**config.mk**
```make
export PLATFORM = sky130hd
export DESIGN_NAME = scd_strap_config_decoder
export DESIGN_NICKNAME = d
export VERILOG_FILES = /design/src/shared/scd_pkg.sv /design/src/hw/scd_strap_config_decoder.sv
export SDC_FILE = /design/constraint.sdc
export NUM_CORES = 1
export LEC_CHECK = 0
export BUFFER_PORTS_ARGS = -buffer_cell sky130_fd_sc_hd__buf_2
export CAP_MARGIN = 20
export CORE_MARGIN = 1.5
export CORE_UTILIZATION = 45
export CTS_CLUSTER_DIAMETER = 80
export DETAILED_ROUTE_END_ITERATION = 8
export GPL_ROUTABILITY_DRIVEN = 0
export PLACE_DENSITY = 0.71
export SLEW_MARGIN = 30
export SYNTH_ARGS = -nofsm -noshare
export SYNTH_HDL_FRONTEND = slang
export SYNTH_SLANG_ARGS = --single-unit
```
**constraint.sdc**
```tcl
create_clock -name clk_i -period 2.2 [get_ports clk_i]
set_input_delay 0.11 -clock clk_i [delete_from_list [all_inputs] [get_ports clk_i]]
set_output_delay 0.11 -clock clk_i [all_outputs]
set_load 0.1 [all_outputs]
```
**src/shared/scd_pkg.sv**
```systemverilog
// Package with strap field layout, encodings and scan constants
package scd_pkg;

    localparam int STRAP_W = 4;

    // Field positions inside each 4-bit strap vector
    localparam int FLOW_BIT   = 0;
    localparam int ADRHI_BIT  = 3;
    localparam int MODE_LSB   = 1;
    localparam int MODE_MSB   = 2;
    localparam int ADV_LSB    = 0;
    localparam int ADV_MSB    = 1;
    localparam int SKEW_LSB   = 2;
    localparam int SKEW_MSB   = 3;
    localparam int TX_SKEW    = 2;
    localparam int RX_SKEW    = 3;
    localparam int AMODE_BIT  = 0;
    localparam int SPEED_LSB  = 1;
    localparam int SPEED_MSB  = 2;
    localparam int SIZE_BIT   = 3;
    localparam int LOW3_MSB   = 2;

    // Flow and interface mode encodings
    localparam logic       FLOW_COPPER   = 1'h0;
    localparam logic [1:0] MODE_RGMII    = 2'h0;
    localparam logic [1:0] MODE_SGMII    = 2'h1;
    localparam logic [1:0] MODE_RMII     = 2'h2;
    localparam logic [1:0] MODE_RTBI     = 2'h3;
    localparam logic [1:0] MODE_FX_PLAIN = 2'h0;
    localparam logic [1:0] MODE_FX_NEG   = 2'h1;

    // Advertise select encodings
    localparam logic [1:0] ADV_ALL       = 2'h0;
    localparam logic [1:0] ADV_LOW_HALF  = 2'h1;
    localparam logic [1:0] ADV_1000_ONLY = 2'h2;
    localparam logic [1:0] ADV_LOW_ONLY  = 2'h3;

    // Advertise vector bits: 10H 10F 100H 100F 1000H 1000F
    localparam logic [5:0] ADV_VEC_ALL   = 6'h3F;
    localparam logic [5:0] ADV_VEC_LHALF = 6'h35;
    localparam logic [5:0] ADV_VEC_1000  = 6'h30;
    localparam logic [5:0] ADV_VEC_LOW   = 6'h0F;
    localparam logic [5:0] ADV_VEC_NONE  = 6'h00;

    // Serial clock codes, values in kHz
    localparam logic [1:0]  SCL_100K = 2'h0;
    localparam logic [1:0]  SCL_400K = 2'h2;
    localparam logic [1:0]  SCL_1M   = 2'h1;
    localparam logic [1:0]  SCL_3M4  = 2'h3;
    localparam logic [11:0] KHZ_100  = 12'h064;
    localparam logic [11:0] KHZ_400  = 12'h190;
    localparam logic [11:0] KHZ_1000 = 12'h3E8;
    localparam logic [11:0] KHZ_3400 = 12'hD48;

    // Scan step: eight probes per size; log2 of step for code 00
    localparam int STEP_LOG_11 = 5;
    localparam int STEP_LOG_16 = 9;
    localparam int SCAN_PROBES = 8;
    localparam logic [15:0] SCAN_START = 16'h0000;

    // Settle time for strap and SDA sampling after reset release
    localparam int CLK_MHZ      = 200;
    localparam int SETTLE_NS    = 100;
    localparam int SETTLE_CYC   = (SETTLE_NS * CLK_MHZ + 999) / 1000;
    localparam int SETTLE_W     = 8;

    // Skew delays in picoseconds
    localparam logic [10:0] SKEW_ON_PS  = 11'h5DC;
    localparam logic [10:0] SKEW_OFF_PS = 11'h000;

endpackage

```
**src/hw/scd_strap_config_decoder.sv**
```systemverilog
// Strap configuration decoder: captures straps once and decodes them
`timescale 1ns/10ps
module scd_strap_config_decoder
    import scd_pkg::*;
(
    input  wire logic         clk_i,
    input  wire logic         rstn_i,
    input  wire logic [3:0]   strap_pin_a_i,
    input  wire logic [3:0]   strap_pin_b_i,
    input  wire logic [3:0]   strap_pin_c_i,
    input  wire logic         sda_sense_i,
    input  wire logic         soft_reset_i,
    input  wire logic         record_found_i,
    input  wire logic         record_done_i,
    input  wire logic [2:0]   record_id_seen_i,
    input  wire logic [4:0]   record_phy_addr_i,
    input  wire logic [15:0]  mem_addr_i,
    input  wire logic [5:0]   scan_index_i,
    output logic              config_done_o,
    output logic              eeprom_present_o,
    output logic [4:0]        strap_phy_address_o,
    output logic              flow_converter_o,
    output logic [1:0]        mac_mode_o,
    output logic              mode_reserved_o,
    output logic              fiber_to_copper_negotiated_o,
    output logic              tx_delay_on_o,
    output logic              rx_delay_on_o,
    output logic [10:0]       tx_delay_ps_o,
    output logic [10:0]       rx_delay_ps_o,
    output logic [5:0]        adv_vector_o,
    output logic              eeprom_addr_width_sel_o,
    output logic [11:0]       scl_khz_o,
    output logic [3:0]        slave_addr_bits_o,
    output logic [2:0]        record_id_o,
    output logic              record_match_o,
    output logic [15:0]       scan_addr_o,
    output logic [15:0]       scan_limit_o,
    output logic              scan_last_o
);

    typedef enum logic [1:0] {ST_SETTLE, ST_CAPTURE, ST_HOLD} scd_state_t;

    scd_state_t             state;
    logic [SETTLE_W-1:0]    settle_cnt;
    logic [3:0]             a_meta, a_sync;
    logic [3:0]             b_meta, b_sync;
    logic [3:0]             c_meta, c_sync;
    logic                   sda_meta, sda_sync;
    logic [3:0]             vec_a, vec_b, vec_c;
    logic                   ee;

    // Two-flop synchronisers for pins coming from the board
    always_ff @(posedge clk_i or negedge rstn_i) begin
        if (!rstn_i) begin
            a_meta   <= 4'h0;
            a_sync   <= 4'h0;
            b_meta   <= 4'h0;
            b_sync   <= 4'h0;
            c_meta   <= 4'h0;
            c_sync   <= 4'h0;
            sda_meta <= 1'h0;
            sda_sync <= 1'h0;
        end else begin
            a_meta   <= strap_pin_a_i;
            a_sync   <= a_meta;
            b_meta   <= strap_pin_b_i;
            b_sync   <= b_meta;
            c_meta   <= strap_pin_c_i;
            c_sync   <= c_meta;
            sda_meta <= sda_sense_i;
            sda_sync <= sda_meta;
        end
    end

    // Sequencer: wait for the strap levels to settle, capture once, hold.
    // Soft reset is deliberately not an input here so nothing recaptures.
    always_ff @(posedge clk_i or negedge rstn_i) begin
        if (!rstn_i) begin
            state      <= ST_SETTLE;
            settle_cnt <= '0;
        end else begin
            unique case (state)
                ST_SETTLE: begin
                    if (settle_cnt == SETTLE_W'(SETTLE_CYC - 1)) begin
                        state <= ST_CAPTURE;
                    end
                    settle_cnt <= settle_cnt + SETTLE_W'(1);
                end
                ST_CAPTURE: begin
                    state <= ST_HOLD;
                end
                ST_HOLD: begin
                    state <= ST_HOLD;
                end
            endcase
        end
    end

    // Capture of the three vectors and the presence sense
    always_ff @(posedge clk_i or negedge rstn_i) begin
        if (!rstn_i) begin
            vec_a <= 4'h0;
            vec_b <= 4'h0;
            vec_c <= 4'h0;
            ee    <= 1'h0;
        end else if (state == ST_CAPTURE) begin
            vec_a <= a_sync;
            vec_b <= b_sync;
            vec_c <= c_sync;
            ee    <= sda_sync;
        end
    end

    // Decoded views, combinational from the held vectors, mem_addr_i and the record inputs
    logic [4:0]  next_phy_addr;
    logic        next_flow;
    logic [1:0]  next_mode;
    logic [1:0]  next_adv_sel;
    logic [5:0]  next_adv_vec;
    logic [11:0] next_scl;
    logic [1:0]  next_size;
    logic [3:0]  next_step_log;
    logic [15:0] next_limit;
    logic [15:0] next_slave;
    logic        next_match;

    always_comb begin
        next_phy_addr = {vec_b[ADRHI_BIT], vec_a};
        next_flow     = vec_b[FLOW_BIT];
        next_mode     = vec_b[MODE_MSB:MODE_LSB];
        next_adv_sel  = vec_c[ADV_MSB:ADV_LSB];
        next_adv_vec  = ADV_VEC_NONE;
        if (next_flow == FLOW_COPPER) begin
            unique case (next_adv_sel)
                ADV_ALL:       next_adv_vec = ADV_VEC_ALL;
                ADV_LOW_HALF:  next_adv_vec = ADV_VEC_LHALF;
                ADV_1000_ONLY: next_adv_vec = ADV_VEC_1000;
                ADV_LOW_ONLY:  next_adv_vec = ADV_VEC_LOW;
            endcase
        end
        // EEPROM view of the same straps
        unique case (vec_a[SPEED_MSB:SPEED_LSB])
            SCL_100K: next_scl = KHZ_100;
            SCL_400K: next_scl = KHZ_400;
            SCL_1M:   next_scl = KHZ_1000;
            SCL_3M4:  next_scl = KHZ_3400;
        endcase
        next_size = {vec_b[SIZE_BIT], vec_c[SIZE_BIT]};
        // Step doubles per size code; fixed probe count keeps scan time
        next_step_log = vec_a[AMODE_BIT]
            ? 4'(STEP_LOG_16) + 4'(next_size)
            : 4'(STEP_LOG_11) + 4'(next_size);
        next_limit = 16'(SCAN_PROBES) << next_step_log;
        // Slave bits OR memory bits only in 11-bit mode
        next_slave = {12'h000, vec_b[LOW3_MSB:0], 1'h0};
        if (!vec_a[AMODE_BIT]) begin
            next_slave = next_slave | {12'h000, mem_addr_i[10:8], 1'h0};
        end
        next_match = record_found_i &&
                     (record_id_seen_i == vec_c[LOW3_MSB:0]);
    end

    // Registered outputs: management address and flow parameters
    always_ff @(posedge clk_i or negedge rstn_i) begin
        if (!rstn_i) begin
            strap_phy_address_o          <= 5'h00;
            flow_converter_o             <= 1'h0;
            mac_mode_o                   <= MODE_RGMII;
            mode_reserved_o              <= 1'h0;
            fiber_to_copper_negotiated_o <= 1'h0;
            adv_vector_o                 <= ADV_VEC_NONE;
        end else if (ee) begin
            flow_converter_o             <= 1'h0;
            mac_mode_o                   <= MODE_RGMII;
            mode_reserved_o              <= 1'h0;
            fiber_to_copper_negotiated_o <= 1'h0;
            adv_vector_o                 <= ADV_VEC_NONE;
            // Address zero until record scan end, then matched record's address or vec_c low bits
            if (record_done_i && next_match) begin
                strap_phy_address_o <= record_phy_addr_i;
            end else if (record_done_i) begin
                strap_phy_address_o <= {2'h0, vec_c[LOW3_MSB:0]};
            end
        end else begin
            strap_phy_address_o <= next_phy_addr;
            flow_converter_o    <= next_flow;
            mac_mode_o          <= next_mode;
            mode_reserved_o     <= next_flow &&
                                   (next_mode != MODE_FX_PLAIN) &&
                                   (next_mode != MODE_FX_NEG);
            fiber_to_copper_negotiated_o <= next_flow &&
                                   (next_mode == MODE_FX_NEG);
            adv_vector_o        <= next_adv_vec;
        end
    end

    // RGMII delay selection, only meaningful in copper RGMII
    logic rgmii_sel;
    assign rgmii_sel = !ee && (next_flow == FLOW_COPPER) &&
                       (next_mode == MODE_RGMII);

    always_ff @(posedge clk_i or negedge rstn_i) begin
        if (!rstn_i) begin
            tx_delay_on_o <= 1'h0;
            rx_delay_on_o <= 1'h0;
            tx_delay_ps_o <= SKEW_OFF_PS;
            rx_delay_ps_o <= SKEW_OFF_PS;
        end else begin
            tx_delay_on_o <= rgmii_sel && !vec_c[TX_SKEW];
            rx_delay_on_o <= rgmii_sel && !vec_c[RX_SKEW];
            tx_delay_ps_o <= (rgmii_sel && !vec_c[TX_SKEW]) ?
                             SKEW_ON_PS : SKEW_OFF_PS;
            rx_delay_ps_o <= (rgmii_sel && !vec_c[RX_SKEW]) ?
                             SKEW_ON_PS : SKEW_OFF_PS;
        end
    end

    // EEPROM parameters and scan address generation. Pointer reads are
    // left to the loader, which never sees scan_limit as a bound.
    always_ff @(posedge clk_i or negedge rstn_i) begin
        if (!rstn_i) begin
            eeprom_addr_width_sel_o <= 1'h0;
            scl_khz_o               <= KHZ_100;
            slave_addr_bits_o       <= 4'h0;
            record_id_o             <= 3'h0;
            record_match_o          <= 1'h0;
            scan_addr_o             <= SCAN_START;
            scan_limit_o            <= 16'h0000;
            scan_last_o             <= 1'h0;
        end else begin
            eeprom_addr_width_sel_o <= ee && vec_a[AMODE_BIT];
            scl_khz_o         <= next_scl;
            slave_addr_bits_o <= ee ? next_slave[3:0] : 4'h0;
            record_id_o       <= vec_c[LOW3_MSB:0];
            record_match_o    <= ee && next_match;
            scan_addr_o       <= SCAN_START +
                (16'(scan_index_i) << next_step_log);
            scan_limit_o      <= next_limit;
            scan_last_o       <= (scan_index_i == 6'(SCAN_PROBES - 1));
        end
    end

    // Done flag rises once the capture is held
    always_ff @(posedge clk_i or negedge rstn_i) begin
        if (!rstn_i) begin
            config_done_o    <= 1'h0;
            eeprom_present_o <= 1'h0;
        end else begin
            config_done_o    <= (state == ST_HOLD);
            eeprom_present_o <= ee;
        end
    end

endmodule

```
Yosys cells after proc, flatten, opt, wreduce, memory -nomap -nowiden
Cells that the tools add are included.
{ "classes": {"addsub": 3, "eq_ne": 15, "shifts": 2, "mux": 18, "bitwise": 2, "reduce_logical": 20} }
{ "op_table": {"columns": ["op", "n"], "rows": [
  ["$pmux 12 s4", 1],
  ["$pmux 6 s4", 1],
  ["$mux 11", 2],
  ["$shl 4x4->16 const A", 1],
  ["$shl 6x4->16", 1],
  ["$mux 5", 3],
  ["$mux 4", 3],
  ["$mux 6", 2],
  ["$logic_and 1x1->1", 11],
  ["$eq 2x2->1 const B", 5],
  ["$add 8x1->8 const B", 1],
  ["$eq 2x1->1 const B", 4],
  ["$eq 8x5->1 const B", 1],
  ["$logic_not 2->1", 4],
  ["$eq 6x3->1 const B", 1],
  ["$add 3x2->4 const A", 1],
  ["$add 4x2->4 const A", 1],
  ["$mux 2", 2],
  ["$or 4x4->4", 1],
  ["$pmux 2 s2", 1],
  ["$eq 3x3->1", 1],
  ["$logic_not 1->1", 3],
  ["$mux 1", 3],
  ["$ne 3x2->1 const B", 1],
  ["other kinds (5)", 5]
]} }
{ "totals": {"reg_bits": 145, "elab_cells": 94} }

Logic depth before layout (Yosys ltp)
Gate-level depths: netlist of run 1.
{ "depth": {"word_depth": 5, "ltp_mapped": 8} }

Worst setup path after synthesis of run 1
OpenSTA, ideal clock, no wires.
{ "synth_timing": {"path_kind": "register to register", "start": "reg vec_c[3]", "end": "reg scan_addr_o[6]", "setup_time_ns": 0.119, "t_arrival_ns": 1.780, "required_ns": 2.081, "path_slack_ns": 0.301, "path_stages_with_launch": 8, "path_buffers": 1, "cell_sequence": "dfrtp_1 > buf_6 > inv_2 > ha_1 > mux2_2 > a22oi_4 > mux2i_1 > and2_1"} }
{ "synth_via": {"elab_chain_len": 3, "elab_cells_between_ends": 4, "classes_between": "add/sub (2); shift (1); mux (1)"} }
{ "synth_lines": {"columns": ["element", "line_no", "rtl"], "rows": [
  ["start: declaration", "scd_strap_config_decoder.sv:49", "logic [3:0] vec_a, vec_b, vec_c;"],
  ["start signal: assignment", "scd_strap_config_decoder.sv:109", "vec_c <= c_sync;"],
  ["$add 4x2->4 or $add 3x2->4 (tied branches)", "scd_strap_config_decoder.sv:151, scd_strap_config_decoder.sv:152", null],
  ["$mux 4 *", "scd_strap_config_decoder.sv:151", "? 4'(STEP_LOG_16) + 4'(next_size)"],
  ["$shl 6x4->16 *", "scd_strap_config_decoder.sv:237", "(16'(scan_index_i) << next_step_log);"],
  ["end signal: assignment", "scd_strap_config_decoder.sv:236", "scan_addr_o <= SCAN_START +"],
  ["end: declaration", "scd_strap_config_decoder.sv:36", "output logic [15:0] scan_addr_o,"]
]} }
Every way passes the cells marked *; elsewhere a longest branch is shown, timed or not.
A chain may end at the register's enable or synchronous reset.

Worst setup path in the final report of run 1
{ "layout_timing": {"start": "reg vec_c[1]", "end": "reg strap_phy_address_o[2]"} }
{ "layout_via": {"elab_chain_len": 5, "elab_cells_between_ends": 6, "classes_between": "eq/ne (2); mux (2); reduce/logical (2)"} }
{ "layout_lines": {"columns": ["element", "line_no", "rtl"], "rows": [
  ["$eq 3x3->1 *", "scd_strap_config_decoder.sv:160", "(record_id_seen_i == vec_c[LOW3_MSB:0]);"],
  ["$logic_and 1x1->1 *", "scd_strap_config_decoder.sv:159", "next_match = record_found_i &&"],
  ["$logic_and 1x1->1 *", "scd_strap_config_decoder.sv:179", "if (record_done_i && next_match) begin"],
  ["$mux 5", "scd_strap_config_decoder.sv:179", null],
  ["$mux 5", "scd_strap_config_decoder.sv:172", "end else if (ee) begin"],
  ["end signal: assignment", "scd_strap_config_decoder.sv:180", "strap_phy_address_o <= record_phy_addr_i;"],
  ["end signal: assignment", "scd_strap_config_decoder.sv:182", "strap_phy_address_o <= {2'h0, vec_c[LOW3_MSB:0]};"],
  ["end signal: assignment", "scd_strap_config_decoder.sv:185", "strap_phy_address_o <= next_phy_addr;"],
  ["end: declaration", "scd_strap_config_decoder.sv:21", "output logic [4:0] strap_phy_address_o,"]
]} }
Marked as above.

==> metrics.md, run 1 <==
| Metric | Value |
|---|---|
| Worst slew pin tran | `0.510 ns` |
| Worst-path clk slew | `0.06 ns` |
| Worst Path Max Fanout | `6` |
| Synthesized area | `about 4400 µm²` |
| H-Tree Depth | `4` |
| CP max-delay cell | `dlygate4sd3_1` |
| CP peak stage delay | `about 0.58 ns` |
| Total track usage | `between 10% and 20%` |
| Power Total | `6.13 mW` |
| Antenna Nets Post-Route | `0` |
| Die ar. | `~10000 µm²` |
| WL/cell | `between 10 and 15 µm` |
| Number of global-route vias before repair | `approximately 2800` |
| Dpl ws | `0.230 ns` |
| RSZ-0062 raised after global routing | `no` |
| Critical Path AT | `between 2 and 2.5 ns` |
| Period utilisation layout | `a little over nine tenths` |
| Layout cells sized above 1 | `between 30% and 40%` |
| Design area | `between 5000 and 6000 µm²` |
| Inserted Clock Buffers | `17` |
| Distinct cells, synth | `45` |
| Yosys reg bits | `around 110` |
| Area delta synth->final | `33.7%` |
| PostCTS Resize Cnt | `0` |
| Synth Area in Compound Gates | `4.02%` |
| Residual DRC | `0` |
| Critical path class | `flip-flop to flip-flop` |
| Root Driver | `clkbuf_8` |
| Syn Area/Cell | `between 10 and 15 µm²` |
| Overflow left after global routing | `0` |
| CTS Buffer Depth | `2` |
| FMAX | `0.473 GHz` |
| Dominant synthesized flop cell | `dfrtp_1` |
| TritonRoute pass-1 iters | `4` |
| PD cells | `between 1000 and 1500 nW/µm²` |
| Die span in y | `102 µm` |
| Rows | `35` |
| Starting Density | `47.2%` |
| LEAKAGE | `3.03 nW` |
| IO Port Bufs | `115` |
| Diodes inserted | `0` |
| Cell count after synthesis | `330` |
| Post-synth top cells | `dfrtp_1 (110), buf_4 (32), ha_1 (17)` |
| Synth top area share | `62.3%` |
| Minimum clock period | `2.11 ns` |
| Most numerous cell in the Yosys netlist | `dfrtp_1` |
| Largest net degree at the start of global routing | `56` |
| Worst path cell trace | `xnor2_1 -> and4_1 -> mux2i_1 -> o221ai_1 -> dlygate4sd3_1` |
| Max Transition Viols Final | `0` |
| Sequential area share after synthesis | `between 60 and 70%` |
| Die X | `102 µm` |
| Final WL | `approximately 8400 µm` |
| Endpoints failing hold | `0` |
| Relative slew margins | `about 66%` |
| Post-synth top area cell | `dfrtp_1` |
| Hpwl dp | `~5600 µm` |
| Synth Area in Simple Gates | `a little over a tenth` |
| CTS tree | `yes` |
| Initial antenna violation count | `0` |
| Number of synthesis warnings | `0` |
| Vias | `between 2000 and 3000` |
| Final Skew | `around 0.0086 ns` |
| Largest cells by area after synthesis | `dfrtp_1 (62%), buf_4 (5.4%), ha_1 (4.8%)` |
| CTS Sinks | `between 100 and 150` |
| Non-Filler Instances | `615` |
| Core footprint | `between 9000 and 10000 µm²` |
| Global-route wire length before repair | `roughly 14000 µm` |
| Setup_tns | `0 ns` |
| Worst endpoint required time | `2.57 ns` |
| Clk_lat worst skew | `just under 0.5 ns` |
| Via-per-instance ratio | `4.55` |
| Post-DP Area | `approximately 5000 µm²` |
| Drt initial violations | `124` |
| Final Setup Violations | `0` |
| Post-synthesis adder-cell area fraction | `between 4 and 5%` |
| Worst setup EP type | `flip-flop` |
| Number of enable flip-flop cells after synthesis | `0` |
| Number of placed cells counting well taps | `between 500 and 600` |
| Largest family of logic cells by synthesized area | `simple AND/OR/NAND/NOR gates` |
| Worst Setup Start Kind | `flip-flop` |
| FFs w/ async S/R, synth | `100%` |
| Max Cap Viol | `0` |
| XOR/XNOR Fraction of Synth Area | `between 1.5 and 2%` |
| # IOs | `approximately 140` |
| Mux contribution to synthesized area | `6.51%` |
| Final #Nets | `538` |
| Peak supply drop | `0.538 mV` |
| Outcome | `finished clean` |
| HP Class | `input port to async pin` |
| Final worst slack | `0.0862 ns` |
path summary, 6_finish.rpt:
kind	endpoint	cells after the start	slack (ns)	start
hold / removal	record_id_o[1]	2	0.03	rstn_i
setup reg to reg	strap_phy_address_o[2]	5	0.09	vec_c[1]
min in group clk_i	scan_addr_o[8]	4	0.14	scan_index_i[2]
hold reg to reg	c_sync[2]	0	0.35	c_meta[2]
max in group asynchronous	scl_khz_o[2]	3	1.38	rstn_i
setup / recovery	strap_phy_address_o[2]	5	0.09	vec_c[1]
per-layer routing:
layer | part of all wire [%] | up-vias | track usage, %
li1 | - | 1340 | -
met1 | 42 | 1359 | 21.2
met2 | 52 | 91 | 30.0
met3 | 4.1 | 10 | 4.10
met4 | 1.3 | 0 | 8.11
met5 | 0 | - | 0
stage by stage:
stage	hold WS, ns	utilization, %
after global placement	0.000623	53.2
after floorplan	-0.186	-
after CTS	0.0155	63.1
after global routing	0.0469	63.1
final	0.0308	63.1
after detailed placement	0.00805	53.2
report_power, final:
group	internal, mW	switching (mW)
clock network	1.90	0.914
registers	2.19	0.0416
logic	0.206	0.884
registers in the layout (all words and copies together) (netlist names), 4 cells and up:
signal / count
vec_c: 4
strap_phy_address_o: 5
a_sync: 4
a_meta: 4
b_meta: 4
settle_cnt: 8
b_sync: 4
scl_khz_o: 9
c_meta: 4
vec_a: 4
vec_b: 4
c_sync: 4
scan_addr_o: 16
scan_limit_o: 13
repair_timing:
item,4_1_cts,5_1_grt
hold buffers,30,0
setup buffers,0,0
endpoints found under the hold margin,135,0
worst max-delay path: cells and delay by family, from the launching register on:
kind	cells	cell delay, ns
compound gates	1	0.12
xor+xnor	1	0.20
buf+inv	1	0.58
flops	1	0.45
mux	1	0.22
simple gates	1	0.41
logic make-up after synthesis:
family | after synthesis
AOI/OAI and AO/OA | 25
xor gates and xnor gates | 10
adders and majority gates | 17
buffers and inverters | 54
DFF | 113
muxes | 25
other | 1
and+or+nand+nor | 85
cells in the final DEF (no fill, tap or decap), types with 4 or more instances in the layout:
cell type | netlist | final
a21oi_1 | 4 | 4
and2_1 | 12 | 12
and3_1 | 5 | 5
buf_2 | 2 | 114
buf_4 | 32 | 8
bufinv_16 | 0 | 4
clkbuf_16 | 0 | 16
conb_1 | 1 | 14
dfrtp_1 | 110 | 110
dlygate4sd3_1 | 0 | 30
ha_1 | 17 | 17
inv_1 | 11 | 11
mux2_2 | 13 | 13
mux2i_1 | 9 | 9
nand2_1 | 14 | 14
nand3_1 | 4 | 4
nand3b_1 | 4 | 4
nor2_1 | 15 | 15
nor2b_1 | 9 | 9
nor3_1 | 4 | 4
o21ai_0 | 9 | 9
xnor2_1 | 8 | 8
final cells by class:
class	count	area, µm²
inverters	12	45.0
repair buffers	153	951
well taps	129	161
flip-flops and latches	113	2830
clock buffers	20	445
multi-input cells	176	1300
fillers	737	3460
clock inverters	12	180
No activity file was read; power rests on OpenSTA's default activity.
==> run 2, diff against run 1 <==
--- a/config.mk
+++ b/config.mk
@@ -5,6 +5,7 @@
 export SDC_FILE = /design/constraint.sdc
 export NUM_CORES = 1
 export LEC_CHECK = 0
+export ABC_CLOCK_PERIOD_IN_PS = 1810
 export BUFFER_PORTS_ARGS = -buffer_cell sky130_fd_sc_hd__buf_2
 export CAP_MARGIN = 20
 export CORE_MARGIN = 1.5
@@ -12,7 +13,7 @@
 export CTS_CLUSTER_DIAMETER = 80
 export DETAILED_ROUTE_END_ITERATION = 8
 export GPL_ROUTABILITY_DRIVEN = 0
-export PLACE_DENSITY = 0.71
+export PLACE_DENSITY = 0.74
 export SLEW_MARGIN = 30
 export SYNTH_ARGS = -nofsm -noshare
 export SYNTH_HDL_FRONTEND = slang
==> constraint.sdc (replaced) <==
create_clock -name clk_i -period 1.81 [get_ports clk_i]
set_input_delay 0.2715 -clock clk_i [delete_from_list [all_inputs] [get_ports clk_i]]
set_output_delay 0.2715 -clock clk_i [all_outputs]
set_load 0.1 [all_outputs]
==> metrics.md, run 2 (same netlist as run 1, synthesis figures left out) <==
| Metric | Value |
|---|---|
| Relative slew margins | `66.6%` |
| Number of global-route vias before repair | `around 2700` |
| Setup_tns | `0 ns` |
| Antenna Nets Post-Route | `0` |
| Die ar. | `roughly 10000 µm²` |
| CTS Sinks | `~110` |
| Most frequent cells in the layout | `buf_2 (114), dfrtp_1 (109), buf_4 (17)` |
| Via-per-instance ratio | `~4.6` |
| Final WL | `roughly 8000 µm` |
| Top reg by flops | `scan_addr_o` |
| CP peak stage delay | `0.44 ns` |
| Final #Nets | `~540` |
| Largest net degree at the start of global routing | `41` |
| Period utilisation layout | `a little over nine tenths` |
| Multi-input gate area | `1340 µm²` |
| Minimum clock period | `between 1.5 and 2 ns` |
| Die X | `between 100 and 150 µm` |
| Worst slew pin tran | `~0.5 ns` |
| Area delta synth->final | `33.8%` |
| Critical path class | `flip-flop to flip-flop` |
| Worst Path Max Fanout | `6` |
| Final Skew | `0.0108 ns` |
| Final hold slack | `between 0.03 and 0.04 ns` |
| Fillers | `slightly above 700` |
| Layout cells sized above 1 | `slightly above 40%` |
| Worst-path clk slew | `~0.060 ns` |
| Commonest non-fill, non-tap cell in the layout | `buf_2` |
| Hold Path Stages | `3` |
| Endpoints failing hold | `0` |
| Biggest regs | `scan_addr_o: 16 flops, scan_limit_o: 13 flops, scl_khz_o: 9 flops` |
| Inserted Clock Buffers | `17` |
| Rows | `35` |
| Worst Setup Start Kind | `flip-flop` |
| Non-Filler Instances | `approximately 610` |
| Total track usage | `around 17%` |
| FMAX | `0.579 GHz` |
| Global-route wire length before repair | `approximately 13000 µm` |
| Number of placed cells counting well taps | `560` |
| Residual DRC | `0` |
| Final core occ | `around 63%` |
| Register area | `2830 µm²` |
| Most frequent cell on the critical path | `ha_1` |
| Overflow left after global routing | `0` |
| Diodes inserted | `0` |
| Max Cap Viol | `0` |
| Die span in y | `102 µm` |
| Max Transition Viols Final | `0` |
| Worst path cell trace | `ha_1 -> inv_1 -> ha_1 -> buf_4 -> nor3_1 -> a21oi_2 -> nor2b_1` |
| CP max-delay cell | `dfrtp_2` |
| Worst endpoint required time | `around 2.2 ns` |
| LEAKAGE | `approximately 3.0 nW` |
| Critical Path AT | `2.15 ns` |
| Initial antenna violation count | `0` |
| IO Port Bufs | `~120` |
| FF-to-FF path depth | `7` |
| Final Setup Violations | `0` |
| TritonRoute pass-1 iters | `4` |
| CTS tree | `yes` |
| Max reg flops | `16` |
| Peak supply drop | `around 0.66 mV` |
| Outcome | `finished clean` |
| Drt initial violations | `just under 90` |
| PD cells | `around 1300 nW/µm²` |
| # IOs | `roughly 140` |
| Vias | `~2800` |
| Hpwl dp | `between 5000 and 6000 µm` |
| CTS Buffer Depth | `2` |
| Root Driver | `clkbuf_8` |
| H-Tree Depth | `4` |
| Clk_lat worst skew | `approximately 0.50 ns` |
| Starting Density | `a little under half` |
| WL/cell | `roughly 13 µm` |
| HP Class | `input port to flip-flop` |
| Worst setup EP type | `flip-flop` |
| Core footprint | `9370 µm²` |
## run 2: changes by cell type in the layout (fill, tap and decap cells not counted), moves of 2 or more
cell and change:
mux2_2 -2, clkinv_4 -2, mux2i_4 +2, buf_4 +9
mux2_4 +2, dlygate4sd3_1 -14, clkinv_2 +2
## run 2: area by class of cell
type | instances | share of cell area (%)
clock buffers | 22 | 7.83
clock inverters | 10 | 2.64
inverters | 12 | 0.846
multi-input cells | 176 | 22.7
flip-flops and latches | 113 | 47.9
well taps | 129 | 2.73
repair buffers | 150 | 15.4
## run 2: final timing paths
check,startpoint,to,slack (ns)
min,mem_addr_i[9],slave_addr_bits_o[2],0.03
max reg2reg,vec_c[3],scan_addr_o[5],0.08
max,vec_c[3],scan_addr_o[5],0.08
min in group asynchronous,rstn_i,c_sync[0],0.29
min reg2reg,b_meta[2],b_sync[2],0.34
max in group asynchronous,rstn_i,scl_khz_o[2],0.89
## run 2: worst max-delay path, delay by kind of cell, from the launching register on
family / cells / cell delay, ns
fa+ha+maj: 2 / 0.55
flops: 1 / 0.44
simple gates: 2 / 0.35
buf+inv: 2 / 0.23
compound gates: 1 / 0.07
## run 2: what timing repair did
| action | 4_1_cts | 5_1_grt |
|---|---|---|
| pin swaps | 1 | 4 |
| gates resized for setup | 1 | 7 |
| setup endpoints to repair | 2 | 9 |
| hold endpoints to repair | 50 | 0 |
| hold buffers | 16 | 0 |
| buffers inserted | 0 | 4 |
## run 2: report_power, final
part	switching [mW]	internal, mW
Clock	1.06	2.33
Combinational	1.08	0.272
Sequential	0.0534	2.66
## run 2: routing by layer
metal / share of wire [%] / vias up / track usage (%)
met5: 0 / - / 0
met1: 42 / 1339 / 19.7
met3: 4.9 / 13 / 5.34
met2: 52 / 101 / 26.3
li1: - / 1333 / -
met4: 1.9 / 0 / 9.69
## run 2: through the flow
step	setup slack, ns	area, µm²	power [mW]
finish	0.0835	5920	7.46
global route	-0.00912	5920	7.72
CTS	0.0133	5850	7.50
detailed placement	0.00758	5070	4.05
global placement	0.0812	5070	4.04
floorplan	0.00228	4490	3.81
